**src/sac_params.svh**
```systemverilog
// Constants for the successive-approximation converter control block
`ifndef SAC_PARAMS_SVH
`define SAC_PARAMS_SVH

// Register byte offsets on the Avalon-MM slave
`define SAC_OFS_STATUS_CONTROL 4'h0
`define SAC_OFS_RESULT 4'h4
`define SAC_OFS_CLOCK_CONFIG 4'h8

// Status and control field positions
`define SAC_SC_FLAG_BIT 7
`define SAC_SC_IRQ_EN_BIT 6
`define SAC_SC_CONT_BIT 5
`define SAC_SC_CHAN_MSB 4
`define SAC_SC_CHAN_LSB 0

// Clock config field positions
`define SAC_CK_DIV_MSB 7
`define SAC_CK_DIV_LSB 5
`define SAC_CK_SRC_BIT 4

// Reset values and the last input channel code
`define SAC_CHAN_POWER_DOWN 5'h1f
`define SAC_CHAN_LAST_INPUT 5'h07
`define SAC_RST_DIV 3'h0
`define SAC_RST_SRC 1'h0

// Conversion sequence, counted in conversion clock periods
`define SAC_PHASE_LAST 4'hf
`define SAC_PHASE_FIRST_BIT 4'h8
`define SAC_TICKS_PER_CONV 5'h11

// Prescaler terminal counts (divide ratio minus one)
`define SAC_DIV1_LAST 4'h0
`define SAC_DIV2_LAST 4'h1
`define SAC_DIV4_LAST 4'h3
`define SAC_DIV8_LAST 4'h7
`define SAC_DIV16_LAST 4'hf

`endif

```
**src/sac_pkg.sv**
```systemverilog
// Types shared by the converter control block
package sac_pkg;

  typedef enum logic [1:0] {
    SAC_IDLE = 2'b00,
    SAC_WAIT_CLK = 2'b01,
    SAC_CONVERT = 2'b10
  } sac_seq_e;

  // Signals towards the analog multiplexer and comparator
  typedef struct packed {
    logic power_down;
    logic [4:0] channel_select;
    logic sample;
    logic [7:0] trial;
  } sac_afe_s;

  typedef struct packed {
    logic waitrequest;
    logic [31:0] readdata;
    logic cpu_irq;
    logic dma_req;
    logic [7:0] pin_override;
    sac_afe_s afe;
    sac_seq_e seq;
    logic [3:0] phase;
    logic [7:0] acc;
    logic [7:0] pending_result;
    logic done_evt;
    logic done_sync;
    logic [7:0] result;
    logic flag_or_dma_select;
    logic conv_irq_enable;
    logic continuous_conv;
    logic [2:0] clock_divide;
    logic clock_source_select;
    logic [3:0] presc;
    logic resume_after_stop;
    logic cmp_s1;
    logic cmp_s2;
    logic xtal_s1;
    logic xtal_s2;
    logic xtal_s3;
  } sac_state_s;

endpackage : sac_pkg

```
**src/sac_top.sv**
```systemverilog
// Control logic of the 8-bit successive-approximation converter
`timescale 1ns/1ps
`default_nettype none
`include "sac_params.svh"

// Notes on behaviour
// - Continuous mode overwrites the result each conversion, read or not.
// - Conversions run back to back while continuous bit set; stop when cleared.
// - Continuous mode: done flag set after first conversion, held until clear.
// - Interrupt enabled: request per conversion, CPU if select 0, DMA if 1.
// - Interrupt enabled: dual bit is a software CPU/DMA selector.
// - Interrupt disabled: dual bit is read-only done flag, cleared by access.
// - Pending request drops on result read or control write; reset clears enable.
// - Converter runs normally in wait mode; CPU request can wake processor.
// - Stop mode aborts conversion; conversions resume after stop exits.
// - Continuous bit: 1 repeats, 0 converts once; reset clears it.
// - 5-bit channel select; codes 0 to 7 pick inputs 0 to 7.
// - Channel code all ones powers the converter down.
// - Unused channel codes give an undefined result.
// - One 8-bit read-only result register, updated on every completion.
// - 3-bit divider: /1, /2, /4, /8, top bit set /16.
// - Source select 1 bus clock, 0 crystal; reset selects crystal.
// - Any control register write starts a new conversion unless it selects the power-down code.
// - A conversion takes 16 to 17 conversion clock periods.
// - Selected port pin forced to input, ignores writes, reads zero.
module sac_top
  import sac_pkg::*;
(
  input wire logic ref_clk,
  input wire logic rst,
  input wire logic [3:0] avs_address,
  input wire logic avs_read,
  input wire logic avs_write,
  input wire logic [31:0] avs_writedata,
  input wire logic [3:0] avs_byteenable,
  output logic [31:0] avs_readdata,
  output logic avs_waitrequest,
  input wire logic xtal_clk_in,
  input wire logic stop_mode,
  input wire logic comparator_in,
  output sac_afe_s afe,
  output logic [7:0] pin_override,
  output logic cpu_irq,
  output logic dma_req
);

  sac_state_s s;
  sac_state_s next_s;

  // Conversion clock divider terminal count per code
  function automatic logic [3:0] div_last(input logic [2:0] code);
    logic [3:0] r;
    r = `SAC_DIV16_LAST;
    if (!code[2]) begin
      case (code[1:0])
        2'b00: r = `SAC_DIV1_LAST;
        2'b01: r = `SAC_DIV2_LAST;
        2'b10: r = `SAC_DIV4_LAST;
        default: r = `SAC_DIV8_LAST;
      endcase
    end
    return r;
  endfunction : div_last

  // Trial code for a phase: accumulated bits plus the bit under test
  function automatic logic [7:0] trial_of(input logic [7:0] acc, input logic [3:0] phase);
    logic [7:0] r;
    logic [2:0] idx;
    r = 8'h00;
    idx = 3'(`SAC_PHASE_LAST - phase);
    if (phase >= `SAC_PHASE_FIRST_BIT) begin
      r = acc;
      r[idx] = 1'b1;
    end
    return r;
  endfunction : trial_of

  function automatic logic is_power_down(input logic [4:0] ch);
    return ch == `SAC_CHAN_POWER_DOWN;
  endfunction : is_power_down

  logic accept;
  logic wr_sc;
  logic wr_ck;
  logic rd_res;
  logic src_tick;
  logic conv_tick;
  logic start_req;
  logic [2:0] bit_idx;

  assign afe = s.afe;
  assign pin_override = s.pin_override;
  assign cpu_irq = s.cpu_irq;
  assign dma_req = s.dma_req;
  assign avs_readdata = s.readdata;
  assign avs_waitrequest = s.waitrequest;

  always_comb begin
    next_s = s;

    // Two-stage synchronisers; first stage feeds only the second
    next_s.cmp_s1 = comparator_in;
    next_s.cmp_s2 = s.cmp_s1;
    next_s.xtal_s1 = xtal_clk_in;
    next_s.xtal_s2 = s.xtal_s1;
    next_s.xtal_s3 = s.xtal_s2;

    // Bus slave: one wait state, the access completes on the edge waitrequest is low
    accept = (avs_read || avs_write) && !s.waitrequest;
    wr_sc = accept && avs_write && avs_byteenable[0] && avs_address == `SAC_OFS_STATUS_CONTROL;
    wr_ck = accept && avs_write && avs_byteenable[0] && avs_address == `SAC_OFS_CLOCK_CONFIG;
    rd_res = accept && avs_read && avs_address == `SAC_OFS_RESULT;
    next_s.waitrequest = !((avs_read || avs_write) && s.waitrequest);
    next_s.readdata = 32'h0000_0000;
    if ((avs_read || avs_write) && s.waitrequest && avs_read) begin
      case (avs_address)
        `SAC_OFS_STATUS_CONTROL: begin
          next_s.readdata[`SAC_SC_FLAG_BIT] = s.flag_or_dma_select;
          next_s.readdata[`SAC_SC_IRQ_EN_BIT] = s.conv_irq_enable;
          next_s.readdata[`SAC_SC_CONT_BIT] = s.continuous_conv;
          next_s.readdata[`SAC_SC_CHAN_MSB:`SAC_SC_CHAN_LSB] = s.afe.channel_select;
        end
        `SAC_OFS_RESULT: next_s.readdata[7:0] = s.result;
        `SAC_OFS_CLOCK_CONFIG: begin
          next_s.readdata[`SAC_CK_DIV_MSB:`SAC_CK_DIV_LSB] = s.clock_divide;
          next_s.readdata[`SAC_CK_SRC_BIT] = s.clock_source_select;
        end
        default: next_s.readdata = 32'h0000_0000;
      endcase
    end

    // Clock configuration; changing it mid-conversion corrupts that result
    if (wr_ck) begin
      next_s.clock_divide = avs_writedata[`SAC_CK_DIV_MSB:`SAC_CK_DIV_LSB];
      next_s.clock_source_select = avs_writedata[`SAC_CK_SRC_BIT];
    end

    // Conversion clock: bus clock every cycle or crystal rising edge, then divided
    src_tick = s.clock_source_select ? 1'b1 : (s.xtal_s2 && !s.xtal_s3);
    conv_tick = 1'b0;
    if (stop_mode) begin
      next_s.presc = 4'h0;
    end else if (src_tick) begin
      if (s.presc >= div_last(s.clock_divide)) begin
        next_s.presc = 4'h0;
        conv_tick = 1'b1;
      end else begin
        next_s.presc = s.presc + 4'h1;
      end
    end

    // Sequencer
    next_s.done_evt = 1'b0;
    bit_idx = 3'(`SAC_PHASE_LAST - s.phase);
    case (s.seq)
      SAC_IDLE: begin
      end
      SAC_WAIT_CLK: begin
        if (conv_tick) begin
          next_s.seq = SAC_CONVERT;
          next_s.phase = 4'h0;
          next_s.acc = 8'h00;
        end
      end
      SAC_CONVERT: begin
        if (conv_tick) begin
          if (s.phase >= `SAC_PHASE_FIRST_BIT) begin
            next_s.acc[bit_idx] = s.cmp_s2;
          end
          if (s.phase == `SAC_PHASE_LAST) begin
            next_s.seq = SAC_IDLE;
            next_s.done_evt = 1'b1;
            next_s.pending_result = next_s.acc;
          end else begin
            next_s.phase = s.phase + 4'h1;
          end
        end
      end
      default: next_s.seq = SAC_IDLE;
    endcase

    // Retimed completion drives all software-visible updates
    next_s.done_sync = s.done_evt;

    // Clears from software access; completion below wins over them
    if (rd_res || wr_sc) begin
      next_s.cpu_irq = 1'b0;
      next_s.dma_req = 1'b0;
      if (!s.conv_irq_enable) begin
        next_s.flag_or_dma_select = 1'b0;
      end
    end
    if (wr_sc) begin
      next_s.conv_irq_enable = avs_writedata[`SAC_SC_IRQ_EN_BIT];
      next_s.continuous_conv = avs_writedata[`SAC_SC_CONT_BIT];
      next_s.afe.channel_select = avs_writedata[`SAC_SC_CHAN_MSB:`SAC_SC_CHAN_LSB];
      // Selector is writable only with interrupts enabled; else the write clears the flag
      next_s.flag_or_dma_select = avs_writedata[`SAC_SC_IRQ_EN_BIT] &&
                                  avs_writedata[`SAC_SC_FLAG_BIT];
    end

    start_req = 1'b0;
    if (s.done_sync) begin
      next_s.result = s.pending_result;
      if (s.conv_irq_enable) begin
        if (s.flag_or_dma_select) begin
          next_s.dma_req = 1'b1;
        end else begin
          next_s.cpu_irq = 1'b1;
        end
      end else begin
        next_s.flag_or_dma_select = 1'b1;
      end
      start_req = s.continuous_conv;
    end
    if (wr_sc) begin
      // A write also aborts any running conversion and restarts it unless the power-down code is written
      start_req = 1'b1;
    end
    if (start_req && !is_power_down(next_s.afe.channel_select)) begin
      next_s.seq = SAC_WAIT_CLK;
      next_s.phase = 4'h0;
      next_s.acc = 8'h00;
      next_s.done_evt = 1'b0;
    end

    // Stop: abandon conversion, remember to restart once stop ends
    if (stop_mode) begin
      if (next_s.seq != SAC_IDLE || s.resume_after_stop) begin
        next_s.resume_after_stop = 1'b1;
      end
      next_s.seq = SAC_IDLE;
      next_s.done_evt = 1'b0;
    end else if (s.resume_after_stop) begin
      next_s.resume_after_stop = 1'b0;
      if (!is_power_down(next_s.afe.channel_select)) begin
        next_s.seq = SAC_WAIT_CLK;
        next_s.phase = 4'h0;
        next_s.acc = 8'h00;
      end
    end

    // Powering down idles the sequencer and front end
    if (is_power_down(next_s.afe.channel_select)) begin
      next_s.seq = SAC_IDLE;
      next_s.resume_after_stop = 1'b0;
    end
    next_s.afe.power_down = is_power_down(next_s.afe.channel_select) || stop_mode;
    next_s.afe.sample = next_s.seq == SAC_CONVERT && next_s.phase < `SAC_PHASE_FIRST_BIT;
    next_s.afe.trial = next_s.seq == SAC_CONVERT ? trial_of(next_s.acc, next_s.phase) : 8'h00;

    // Unused codes still convert; result is whatever the comparator gives
    next_s.pin_override = 8'h00;
    if (next_s.afe.channel_select <= `SAC_CHAN_LAST_INPUT) begin
      next_s.pin_override[next_s.afe.channel_select[2:0]] = 1'b1;
    end
  end

  always_ff @(posedge ref_clk) begin
    if (rst) begin
      s <= '0;
      s.waitrequest <= 1'b1;
      s.seq <= SAC_IDLE;
      s.conv_irq_enable <= 1'b0;
      s.continuous_conv <= 1'b0;
      s.clock_source_select <= `SAC_RST_SRC;
      s.clock_divide <= `SAC_RST_DIV;
      s.afe.channel_select <= `SAC_CHAN_POWER_DOWN;
      s.afe.power_down <= 1'b1;
    end else begin
      s <= next_s;
    end
  end

  // Helper: conversion clock ticks since the conversion was started
  logic [4:0] tick_count;
  always_ff @(posedge ref_clk) begin
    if (rst || s.seq == SAC_IDLE) begin
      tick_count <= 5'h00;
    end else if (next_s.seq == SAC_WAIT_CLK && (s.seq != SAC_WAIT_CLK || conv_tick)) begin
      tick_count <= 5'h00;
    end else if (conv_tick) begin
      tick_count <= tick_count + 5'h01;
    end
  end

  property p_conv_len;
    @(posedge ref_clk) disable iff (rst)
    s.done_evt |-> tick_count == `SAC_TICKS_PER_CONV;
  endproperty
  a_conv_len: assert property (p_conv_len) else $error("conversion length wrong");

  property p_result_update;
    @(posedge ref_clk) disable iff (rst)
    s.done_evt |=> ##1 (s.result == $past(s.pending_result));
  endproperty
  a_result_update: assert property (p_result_update) else $error("result not updated");

  property p_cont_restart;
    @(posedge ref_clk) disable iff (rst)
    (s.done_sync && s.continuous_conv && !stop_mode && !is_power_down(s.afe.channel_select))
      |=> s.seq == SAC_WAIT_CLK;
  endproperty
  a_cont_restart: assert property (p_cont_restart) else $error("continuous restart missing");

  property p_single_stop;
    @(posedge ref_clk) disable iff (rst)
    (s.done_sync && !s.continuous_conv && !wr_sc && !s.resume_after_stop) |=> s.seq == SAC_IDLE;
  endproperty
  a_single_stop: assert property (p_single_stop) else $error("single conversion repeated");

  property p_flag_set;
    @(posedge ref_clk) disable iff (rst)
    (s.done_sync && !s.conv_irq_enable) |=> s.flag_or_dma_select;
  endproperty
  a_flag_set: assert property (p_flag_set) else $error("done flag not set");

  property p_cpu_irq;
    @(posedge ref_clk) disable iff (rst)
    (s.done_sync && s.conv_irq_enable && !s.flag_or_dma_select) |=> cpu_irq && !(dma_req && !$past(dma_req));
  endproperty
  a_cpu_irq: assert property (p_cpu_irq) else $error("cpu request missing");

  property p_dma_req;
    @(posedge ref_clk) disable iff (rst)
    (s.done_sync && s.conv_irq_enable && s.flag_or_dma_select) |=> dma_req;
  endproperty
  a_dma_req: assert property (p_dma_req) else $error("dma request missing");

  property p_clear_on_read;
    @(posedge ref_clk) disable iff (rst)
    (rd_res && !s.done_sync) |=> !cpu_irq && !dma_req;
  endproperty
  a_clear_on_read: assert property (p_clear_on_read) else $error("request not cleared");

  property p_stop_abort;
    @(posedge ref_clk) disable iff (rst)
    stop_mode |=> s.seq == SAC_IDLE && afe.power_down;
  endproperty
  a_stop_abort: assert property (p_stop_abort) else $error("stop did not abort");

  property p_write_start;
    @(posedge ref_clk) disable iff (rst)
    (wr_sc && !stop_mode && avs_writedata[`SAC_SC_CHAN_MSB:`SAC_SC_CHAN_LSB] != `SAC_CHAN_POWER_DOWN)
      |=> s.seq == SAC_WAIT_CLK;
  endproperty
  a_write_start: assert property (p_write_start) else $error("write did not start");

  property p_power_down;
    @(posedge ref_clk) disable iff (rst)
    (afe.channel_select == `SAC_CHAN_POWER_DOWN) |-> afe.power_down && s.seq == SAC_IDLE;
  endproperty
  a_power_down: assert property (p_power_down) else $error("power down ignored");

endmodule : sac_top
`default_nettype wire

```
**config.mk**
```make
export PLATFORM = sky130hd
export DESIGN_NAME = sac_top
export DESIGN_NICKNAME = d
export VERILOG_FILES = /design/src/sac_pkg.sv /design/src/sac_top.sv
export VERILOG_INCLUDE_DIRS = /design/src /design/src/src
export SDC_FILE = /design/constraint.sdc
export NUM_CORES = 1
export LEC_CHECK = 0
export BUFFER_PORTS_ARGS = -buffer_cell sky130_fd_sc_hd__buf_2
export CAP_MARGIN = 25
export CORE_AREA = 2 2 155 96
export DETAILED_ROUTE_END_ITERATION = 7
export DIE_AREA = 0 0 157 98
export SLEW_MARGIN = 15
export SYNTH_ARGS = -nofsm -noshare
export SYNTH_HDL_FRONTEND = slang
export SYNTH_SLANG_ARGS = --single-unit
```
**constraint.sdc**
```tcl
create_clock -name ref_clk -period 5.7 [get_ports ref_clk]
set_clock_uncertainty 0.05 [all_clocks]
set_input_delay 0.855 -clock ref_clk [delete_from_list [all_inputs] [get_ports ref_clk]]
set_output_delay 0.855 -clock ref_clk [all_outputs]
set_load 0.02 [all_outputs]
```
=== Word level (Yosys, flattened, before mapping) ===
Index checks and enable logic that the tools add are counted.

* Mux-type cells: 45
* Add/subtract/negate cells: 4
* Equal/unequal tests: 9
* Shift-type cells: 0
* Div/mod/pow operators: 0
* Reductions and logical operators: 35
* Bitwise operators: 8
* Magnitude comparators: 11
* Multipliers: 0

{| class="wikitable"
|+ Operators with widths
! operator !! count
|-
| 2-to-1 mux 14 bit || 4
|-
| case mux 12 bit (2 select lines) || 1
|-
| 2-to-1 mux 23 bit || 1
|-
| 2-to-1 mux 4 bit || 5
|-
| logical AND 1 bit || 16
|-
| 2-to-1 mux 1 bit || 15
|-
| < comparator 3 x 4 -> 1 bit, second input constant || 3
|-
| 2-to-1 mux 12 bit || 1
|-
| 2-to-1 mux 2 bit || 6
|-
| case mux 4 bit (3 select lines) || 1
|-
| demux 1 bit (select 3 bit) || 3
|-
| greater-or-equal comparator 3 x 1 -> 1 bit, second input constant || 3
|-
| 2-to-1 mux 9 bit || 1
|-
| case mux 3 bit (3 select lines) || 1
|-
| adder 4 x 1 -> 4 bit, second input constant || 2
|-
| bitwise mux 8 bit || 1
|-
| == test 4 bit, second input constant || 2
|-
| greater-or-equal comparator 4 bit, second input constant || 2
|-
| 2-to-1 mux 8 bit || 1
|-
| bitwise OR 8 bit || 1
|-
| case mux 4 bit (2 select lines) || 1
|-
| inverter 1 bit || 7
|-
| == test 2 bit, second input constant || 3
|-
| case mux 2 bit (3 select lines) || 1
|-
| 18 further kinds || 30
|}

* Flip-flop bits (word level): 107
* Input port bits: 47
* Memories kept: 0
* Memory bits (read-only): 0
* Latch bits: 0
* Output and inout bits: 58
* Logic and storage cells: 141
* RAM bits: 0

=== Depth between registers and ports, before layout ===
Gate-level depths: netlist (run 1).

* Depth after elaboration: 21
* Depth in mapped cells: 10
* Mapped depth without buffers: 8

=== Least setup slack after synthesis (run 1) ===
Ideal clock, no wire load.

* Path type: input -> register
* Start: input port avs_address[2]
* End: register s[45] (netlist name)
* Stages: 8
* Library setup time: 0.132 ns
* Data required time: 5.518 ns
* Buffers on the path: 2
* Arrival time: 2.183 ns
* Setup slack: 3.334 ns
* Cell sequence: and4bb_2 > and2_1 > buf_4 > o311ai_2 > nor2_1 > o21ai_1 > buf_2 > nor2_1

* Cells in the longest elaborated chain, start to end: 10
* Elaborated cells on any way between the ends: 11
* Classes of those cells: eq/ne: 1; mux: 6; reduce/logical: 4

{| class="wikitable"
|+ RTL lines
! what !! RTL line !! text
|-
| start: declaration || sac_top.sv:31 || <nowiki>input wire logic [3:0] avs_address,</nowiki>
|-
| logical NOT 4 bit (*) || - ||
|-
| logical AND 1 bit (no line) (*) || - ||
|-
| 2-to-1 mux 5 bit || sac_top.sv:193 || <nowiki>if (wr_sc) begin</nowiki>
|-
| == test 5 bit (no line) || - ||
|-
| logical NOT 1 bit || - ||
|-
| logical AND 1 bit || sac_top.sv:220 || <nowiki>if (start_req && !is_power_down(next_s.afe.channel_select)) begin</nowiki>
|-
| 2-to-1 mux 14 bit || sac_top.sv:220 ||
|-
| 2-to-1 mux 14 bit || sac_top.sv:236 || <nowiki>if (!is_power_down(next_s.afe.channel_select)) begin</nowiki>
|-
| 2-to-1 mux 14 bit || sac_top.sv:234 || <nowiki>end else if (s.resume_after_stop) begin</nowiki>
|-
| 2-to-1 mux 12 bit (*) || sac_top.sv:228 || <nowiki>if (stop_mode) begin</nowiki>
|-
| end signal: assignment || sac_top.sv:271 || <nowiki>s <= next_s;</nowiki>
|-
| end: declaration || sac_top.sv:47 || <nowiki>sac_state_s s;</nowiki>
|}

Mark *: on every way between the ends. The rest lies on a longest branch, timed or not.
A chain may end at the register's enable or synchronous reset.

=== Worst setup path after layout (run 1) ===
* Start: input port avs_address[2]
* End: register s[43] (netlist name)

Same word-level chain as after synthesis.

==> metrics.md, run 1 <==
| Metric | Value |
|---|---|
| # rows | 34 |
| Vias in the first global route | 2922 |
| Comb power frac | 4.3% |
| Fin. Hold Viols | 0 |
| Pleak | 1.87 nW |
| DR WL/cell | 13.4 um |
| TritonCTS clock tree | built |
| Hold buffers post-CTS | 0 |
| Post-CTS setup buffers | 0 |
| RSZ-0062 raised after global routing | false |
| Port Buf Inserts | 53 |
| Switching Share | 23.5% |
| DRC | 0 |
| Top cells by area, synth | dfxtp_1 40%, buf_4 10%, mux2i_1 7.8%, nor2_1 6.8%, nand2_1 3.1% |
| Post-synthesis cell type count | 58 |
| Finish-stage setup viols | 0 |
| Post-Synthesis Cell Area | 0.00412 mm^2 |
| HP Class | flip-flop to flip-flop |
| Synth Flop Type | dfxtp_1 |
| Pwr dens | 271 mW/mm^2 |
| Crit-path max FO | 18 |
| Clock Power Share | 48.0% |
| DRT iter0 DRCs | 242 |
| Layout area overhead | 9.80% |
| Die Wd | 157 um |
| Setup ws final | 2740 ps |
| Run status | completed |
| Mean Syn Cell Area | 8.64 um^2 |
| Post-place setup slack | 2400 ps |
| Ant. Diodes | 0 |
| Hpwl dp | 6.98 mm |
| CP max stage delay | 540 ps |
| Top cell by count, worst path | nor2_1 |
| Clock Path Buffers | 2 |
| Ys async rst share | 0% |
| Sequential power share | 47.7% |
| Post-DRT Antenna Nets | 0 |
| Overall routing resource usage | 12.5% |
| Max H-tree Level | 3 |
| Critical path data required time | 5840 ps |
| Layout cells sized above 1 | 16.6% |
| Setup TNS Final | 0 ps |
| Most frequent cells after synthesis | 83 x dfxtp_1, 75 x nor2_1, 56 x buf_4, 34 x nand2_1, 32 x mux2i_1 |
| Inserted Clock Buffers | 9 |
| Critical Path End Type | flip-flop |
| DRT Wirelength | 9.28 mm |
| Pins Over Slew Limit | 0 |
| Clock transition at path regs | 70 ps |
| Yosys top cell area share | 40.3% |
| Post-Synthesis Cells | 477 |
| Sequential area share after synthesis | 40.3% |
| CP Data Arrival Time | 3100 ps |
| Final core utilization | 32.1% |
| Core area | 0.0141 mm^2 |
| CP Cell Sequence | buf_2 > and4bb_2 > and2_1 > o311ai_2 > nor2_1 > o21ai_1 > nor2_1 |
| Sink Count | 83 |
| Fin crit share | 51.9% |
| Sw power | 288 uW |
| EDFF count, synth | 0 |
| Area leader, netlist | dfxtp_1 |
| Slew Limit Headroom | 35.7% |
| Via density | 4.60 |
| Initial antenna violation count | 0 |
| Global-route wire length before repair | 15.0 mm |
| Number of max-cap violations | 0 |
| Top Ports | 105 |
| Via count of the routed design | 3184 |
| Initial core utilization | 29.3% |
| Minimum clock period after layout | 2960 ps |
| Worst slew pin tran | 957 ps |
| Internal power | 939 uW |
| Final RePlAce weighted congestion | 0.795 |
| CTS-repair resized insts | 0 |
| FMAX | 0.338 GHz |
| Seq cells post-synth | 83 |
| Fin nets | 546 |
| Flop2flop setup slack | 2770 ps |
| Die area | 0.0154 mm^2 |
| Slowest cell on crit path | o21ai_1 |
| Clock Latency Late Sink | 340 ps |
| Syn. warnings | 0 |
| 1st-pass router iterations | 6 |
| Worst IR Drop VDD | 0.121 mV |
| Worst setup SP type | input port |
| Most numerous cell in the Yosys netlist | dfxtp_1 |
| Critical path class | input port to flip-flop |
| GRT Residual Overflow | 0 |
| Largest net degree at the start of global routing | 42 |
| Clock tree root buffer cell | clkbuf_16 |
| Die H | 98 um |
-- power by group through the flow --
| stage | Clock, mW | Combinational, mW | Sequential, mW |
|---|---|---|---|
| 6_report | 0.589 | 0.0525 | 0.585 |
| 5_1_grt | 0.632 | 0.0572 | 0.585 |
| 4_1_cts | 0.607 | 0.0519 | 0.585 |
| 3_5_place_dp | 0 | 0.0518 | 0.598 |
| 3_3_place_gp | 0 | 0.0511 | 0.598 |
| 2_1_floorplan | 0 | 0.0483 | 0.598 |
-- critical path, delay by kind of cell --
family	cells	cell delay, ps
simple gates	4	910
compound gates	2	1030
buf+inv	1	290
-- area by class of cell --
| class | count | area, um^2 |
|---|---|---|
| well taps | 198 | 248 |
| multi-input cells | 327 | 1990 |
| flip-flops and latches | 83 | 1660 |
| repair buffers | 53 | 265 |
| fillers | 1494 | 9550 |
| inverters | 15 | 56.3 |
| clock inverters | 7 | 76.3 |
| clock buffers | 9 | 225 |
-- sequential cells by signal, indices dropped and copies added (netlist names) --
register         flops
afe                 15
avs_readdata         8
avs_waitrequest      1
cpu_irq              1
dma_req              1
next_s               4
pin_override         8
s                   45
-- path summary, 6_finish.rpt --
| check | from | to | depth (start not counted) |
|---|---|---|---|
| setup / recovery | avs_address[2] | s[43] | 7 |
| hold / removal | next_s[3] | s[3] | 1 |
| setup reg to reg | s[12] | afe[3] | 8 |
| hold reg to reg | next_s[3] | s[3] | 1 |
-- per-stage QoR --
step	power [mW]	hold slack, ps	cells	instance area, um^2
6_report	1.23	385	692	4530
5_1_grt	1.27	411	692	4530
4_1_cts	1.24	386	692	4530
3_5_place_dp	0.650	370	676	4230
3_3_place_gp	0.649	371	676	4230
2_1_floorplan	0.646	364	500	4210
-- metal layers --
layer	wire (um)	track usage (%)
met1	4740	18.3
met3	592	3.73
met4	91	3.53
met2	3860	17.6
met5	0	0
-- logic make-up after synthesis --
group | synth area share, %
and+or+nand+nor | 21.6
buffers and inverters | 13.4
DFF | 40.3
AOI/OAI and AO/OA | 12.9
muxes | 8.04
adders and majority gates | 3.03
xor gates and xnor gates | 0.637
other | 0.0910
-- layout by cell type (no fill, tap or decap), types with 4 or more instances in the layout --
| master | netlist | routed |
|---|---|---|
| a211oi_1 | 9 | 9 |
| nor2b_1 | 12 | 12 |
| inv_1 | 15 | 15 |
| a21oi_1 | 20 | 20 |
| conb_1 | 1 | 24 |
| nor3b_1 | 5 | 5 |
| nor3_1 | 9 | 9 |
| nand2_1 | 34 | 34 |
| nand2b_1 | 8 | 8 |
| ha_1 | 10 | 10 |
| or3_1 | 4 | 4 |
| nor2_1 | 75 | 75 |
| dfxtp_1 | 83 | 83 |
| nand3_1 | 7 | 7 |
| mux2i_1 | 32 | 32 |
| o21ai_0 | 15 | 15 |
| clkbuf_16 | 0 | 9 |
| and3_1 | 4 | 4 |
| buf_2 | 4 | 53 |
| a31oi_1 | 5 | 5 |
Power figures use the tool's default switching activity.
==> run 2, diff against run 1 <==
- clock period: 5.7 -> 2.4 ns (I/O delays scaled with it)
==> metrics.md, run 2 (synthesis gave the netlist of run 1 again) <==
| Metric | Value |
|---|---|
| CP Data Arrival Time | 2520 ps |
| # rows | 34 |
| Top Registers | s x45, afe x15 |
| CP bufs+invs | 0 |
| Max reg flops | 45 |
| Max H-tree Level | 3 |
| Clock Latency Late Sink | 340 ps |
| Initial antenna violation count | 0 |
| CP Cell Sequence | or3_4 > ha_4 > nor2b_4 > o21ai_4 > and3_4 > a2111oi_4 > or3_4 > o21a_1 |
| Via density | 4.51 |
| Placed instance area | 0.00440 mm^2 |
| Design area | 0.00488 mm^2 |
| Port Buf Inserts | 53 |
| Final core utilization | 34.6% |
| Fin nets | 568 |
| Clock Path Buffers | 2 |
| Commonest non-fill, non-tap cell in the layout | dfxtp_1 |
| Inserted Clock Buffers | 9 |
| Number of max-cap violations | 0 |
| Fin crit share | 97.5% |
| Setup TNS Final | 0 ps |
| Worst setup SP type | flip-flop |
| Largest net degree at the start of global routing | 40 |
| DRT iter0 DRCs | 213 |
| CP max stage delay | 390 ps |
| Sink Count | 83 |
| FMAX | 0.427 GHz |
| Fin. Hold Viols | 0 |
| Die H | 98 um |
| Top cell by count, worst path | or3_4 |
| Pwr dens | 584 mW/mm^2 |
| Layout cells sized above 1 | 24.6% |
| Layout area overhead | 18.3% |
| Top delay family on crit path | simple AND/OR/NAND/NOR gates |
| Die Wd | 157 um |
| Crit-path max FO | 6 |
| Minimum clock period after layout | 2340 ps |
| RSZ-0062 raised after global routing | true |
| Sequential power share | 48.7% |
| Clock Power Share | 46.5% |
| GRT Residual Overflow | 0 |
| Critical Path End Type | flip-flop |
| Switching Share | 24.2% |
| Global-route wire length before repair | 15.6 mm |
| Slowest cell on crit path | or3_4 |
| Finish-stage setup viols | 0 |
| Vias in the first global route | 3038 |
| Sw power | 689 uW |
| Critical path data required time | 2580 ps |
| Biggest register | s |
| TritonCTS clock tree | built |
| Post-DRT Antenna Nets | 0 |
| Comb power frac | 4.8% |
| Clock tree root buffer cell | clkbuf_16 |
| Overall routing resource usage | 13.0% |
| Final RePlAce weighted congestion | 0.803 |
| Hold buffers post-CTS | 0 |
| Worst IR Drop VDD | 0.286 mV |
| Core area | 0.0141 mm^2 |
| Run status | completed |
| Initial core utilization | 29.3% |
| DRC | 0 |
| Most frequent cells in the layout | 82 x dfxtp_1, 75 x nor2_1, 53 x buf_2 |
| DRT Wirelength | 9.82 mm |
| Die area | 0.0154 mm^2 |
| DR WL/cell | 13.8 um |
| Via count of the routed design | 3220 |
| Clock transition at path regs | 70 ps |
| HP Class | input port to flip-flop |
| 1st-pass router iterations | 5 |
| Hpwl dp | 7.24 mm |
| Top Ports | 105 |
| Pins Over Slew Limit | 0 |
| Pleak | 2.02 nW |
| Internal power | 2.16 mW |
| Critical path class | flip-flop to flip-flop |
| Post-CTS setup buffers | 0 |
| Ant. Diodes | 0 |
| Fill cells | 1439 |
[run 2: power by group through the flow]
stage / combinational (mW) / sequential, mW / clock, mW
floorplan: 0.115 / 1.42 / 0
global placement: 0.129 / 1.42 / 0
detailed placement: 0.130 / 1.42 / 0
CTS: 0.131 / 1.39 / 1.37
global route: 0.147 / 1.39 / 1.42
finish: 0.136 / 1.39 / 1.33
[run 2: layout make-up]
type | count | area (um^2) | area share, %
clock buffer | 10 | 239 | 4.90
timing repair buffer | 75 | 450 | 9.24
clock inverter | 6 | 48.8 | 1.00
sequential | 83 | 1660 | 34.1
inverter | 15 | 56.3 | 1.15
multi-input combinational | 327 | 2170 | 44.5
tap | 198 | 248 | 5.08
[run 2: worst reg2reg max path: cells and delay by family, from the launching register on]
kind,cells,cell delay (ps)
compound gates,3,510
flops,1,320
fa+ha+maj,1,280
simple gates,4,1070
[run 2: routing by layer]
layer  routed length (um)  up-vias  GRT usage (%)  share of wire [%]
met3                  474        9           3.11                4.8
li1                     -     1618              -                  -
met4                  103        0           4.45                1.0
met2                 4030       86           18.2                 41
met1                 5210     1507           19.2                 53
met5                    0        -              0                  0
[run 2: worst paths after layout]
path | from | endpoint | slack (ps) | cells past startpoint
worst max-delay path | s[11] | s[5] | 60 | 8
worst min-delay path | comparator_in | next_s[3] | 170 | 2
worst max register to register | s[11] | s[5] | 60 | 8
worst min register to register | next_s[3] | s[3] | 390 | 1
[run 2: per-stage QoR]
stage | setup slack (ps) | power (mW) | instances | hold WS (ps)
detailed placement | -123 | 1.55 | 698 | 377
CTS | 18.2 | 2.89 | 714 | 158
global placement | -114 | 1.55 | 698 | 371
floorplan | 121 | 1.53 | 500 | 364
global route | -30.7 | 2.96 | 714 | 172
finish | 59.7 | 2.85 | 714 | 172
[run 2: what timing repair did]
item                       4_1_cts  5_1_grt
resized for setup                6       31
pin swaps                        2        4
setup endpoints to repair       12       20
==> run 3, diff against run 2 <==
- CORE_AREA: 2 2 155 96 -> 2 2 123 77
- DIE_AREA: 0 0 157 98 -> 0 0 125 79
- PLACE_DENSITY: default -> 0.75
==> metrics.md, run 3 (synthesis gave the netlist of run 1 again) <==
| Metric | Value |
|---|---|
| Layout cells sized above 1 | 23.3% |
| Switching Share | 22.0% |
| Hold Crit Start | avs_read |
| Flop2flop setup slack | -5 ps |
| Critical path data required time | 2620 ps |
| Clock Path Buffers | 2 |
| Largest net degree at the start of global routing | 41 |
| Pwr Total | 2.93 mW |
| Minimum clock period after layout | 2410 ps |
| CP bufs+invs | 2 |
| 1st-pass router iterations | 5 |
| Sw power | 645 uW |
| Hpwl dp | 6.84 mm |
| Worst IR Drop VDD | 0.376 mV |
| Commonest non-fill, non-tap cell in the layout | dfxtp_1 |
| Vias in the first global route | 3096 |
| Port Buf Inserts | 53 |
| Number of max-cap violations | 0 |
| Final RePlAce weighted congestion | 0.952 |
| Pwr dens | 617 mW/mm^2 |
| Global-route wire length before repair | 15.0 mm |
| GRT Residual Overflow | 0 |
| FMAX | 0.416 GHz |
| Critical path class | flip-flop to flip-flop |
| Most crowded layer after global routing | met2 |
| Design area | 0.00475 mm^2 |
| Met3 usage | 6.00% |
| DRT Wirelength | 9.32 mm |
| Max reg flops | 45 |
| Clock tree root buffer cell | clkbuf_16 |
| Reg2reg start | s[12] |
| TritonCTS clock tree | built |
| DRC | 0 |
| Comb power frac | 4.6% |
| R2R depth | 10 |
| Via count of the routed design | 3262 |
| Initial antenna violation count | 0 |
| RSZ-0062 raised after global routing | true |
| Critical Path End Type | flip-flop |
| Routing usage on met2 | 29.3% |
| DR WL/cell | 14.6 um |
| Biggest register | s |
| Top delay family on crit path | compound AO/OA/AOI/OAI gates |
| Die Wd | 125 um |
| Fin. Hold Viols | 0 |
| Pleak | 2.04 nW |
| CP Cell Sequence | or3_4 > ha_4 > nor2b_4 > o21ai_2 > buf_6 > a31oi_4 > a311oi_4 > buf_4 > nand4b_4 > a31oi_1 |
| Die area | 0.00988 mm^2 |
| Failing checks | negative setup slack |
| Fin nets | 572 |
| Run status | finished, violations left |
| Placed instance area | 0.00432 mm^2 |
| Most frequent cells in the layout | 82 x dfxtp_1, 75 x nor2_1, 53 x buf_2 |
| Clock transition at path regs | 60 ps |
| Sink Count | 83 |
| Internal power | 2.28 mW |
| Fin crit share | 100% |
| Top Ports | 105 |
| Max H-tree Level | 3 |
| Top Registers | s x45, afe x15 |
| RR Endpoint | afe[7] |
| Clock Latency Late Sink | 340 ps |
| Die H | 79 um |
| Worst setup path startpoint | s[12] |
| Sequential power share | 47.4% |
| # rows | 27 |
| Met1 GRT Util | 26.4% |
| Worst path depth | 10 |
| Ant. Diodes | 0 |
| Worst slew pin tran | 616 ps |
| Post-DRT Antenna Nets | 0 |
| Inserted Clock Buffers | 9 |
| HP Class | input port to flip-flop |
| Pins Over Slew Limit | 0 |
| Layout area overhead | 15.2% |
| Via density | 5.13 |
| Slowest cell on crit path | or3_4 |
| Overall routing resource usage | 19.4% |
| Setup crit end | afe[7] |
| Crit-path max FO | 8 |
| Setup ws final | -5.23 ps |
| Initial core utilization | 46.6% |
| CP max stage delay | 390 ps |
| Clock Power Share | 48.0% |
| Worst setup SP type | flip-flop |
| Finish-stage setup viols | 1 |
| Fill cells | 817 |
| Slew Limit Headroom | 58.6% |
| Core area | 0.00885 mm^2 |
| DRT iter0 DRCs | 248 |
| CP Data Arrival Time | 2620 ps |
[run 3: final cells by class]
type                            instances  area (um^2)  share of cell area (%)
Sequential cell                        83         1660                    35.0
Tap cell                              116          145                    3.06
Clock buffer                           12          256                    5.40
Clock inverter                          4         48.8                    1.03
Timing Repair Buffer                   79          477                    10.0
Multi-Input combinational cell        327         2100                    44.3
Inverter                               15         56.3                    1.19
[run 3: metrics by stage]
step | utilization, % | instances | hold slack, ps | TNS [ps] | setup slack [ps]
6_report | 53.7 | 636 | 172 | -5.23 | -5.23
5_1_grt | 53.7 | 636 | 192 | -699 | -128
4_1_cts | 52.9 | 635 | 163 | -38.2 | -17.9
3_5_place_dp | 48.8 | 618 | 380 | -1170 | -146
3_3_place_gp | 48.8 | 618 | 367 | -1480 | -171
2_1_floorplan | - | 500 | 364 | 0 | 121
[run 3: worst register-to-register path, stage by stage (launching register included)]
cell and delay, ps:
dfxtp_2 320, or3_4 390, ha_4 280, nor2b_4 40
o21ai_2 160, buf_6 140, a31oi_4 80, a311oi_4 350
buf_4 190, nand4b_4 170, a31oi_1 170
[run 3: how the worst min path moves through the flow]
| stage | slack (ps) | cells after the start | to |
|---|---|---|---|
| 2_1_floorplan | 360 | 1 | next_s[0] |
| 3_3_place_gp | 370 | 1 | s[3] |
| 3_5_place_dp | 380 | 1 | s[25] |
| 4_1_cts | 160 | 2 | avs_waitrequest |
| 5_1_grt | 190 | 2 | avs_waitrequest |
| 6_report | 170 | 2 | avs_waitrequest |
[run 3: what timing repair did]
| item | CTS | global route |
|---|---|---|
| setup endpoints to repair | 11 | 12 |
| setup buffers | 1 | 1 |
| resized for setup | 9 | 13 |
| pin swaps | 2 | 7 |
| gates cloned | 0 | 0 |
| hold buffers | 0 | 0 |
[run 3: routing by layer]
layer	share of wire, %	vias up	wire, um
met5	0	-	0
met4	1.2	0	114
met3	7.7	15	713
met2	45	100	4230
met1	46	1516	4260
li1	-	1631	-
[run 3: power by group through the flow]
| stage | combinational, mW | clock, mW | sequential (mW) |
|---|---|---|---|
| floorplan | 0.115 | 0 | 1.42 |
| global placement | 0.125 | 0 | 1.42 |
| detailed placement | 0.128 | 0 | 1.42 |
| CTS | 0.130 | 1.43 | 1.39 |
| global route | 0.144 | 1.49 | 1.39 |
| finish | 0.133 | 1.41 | 1.39 |
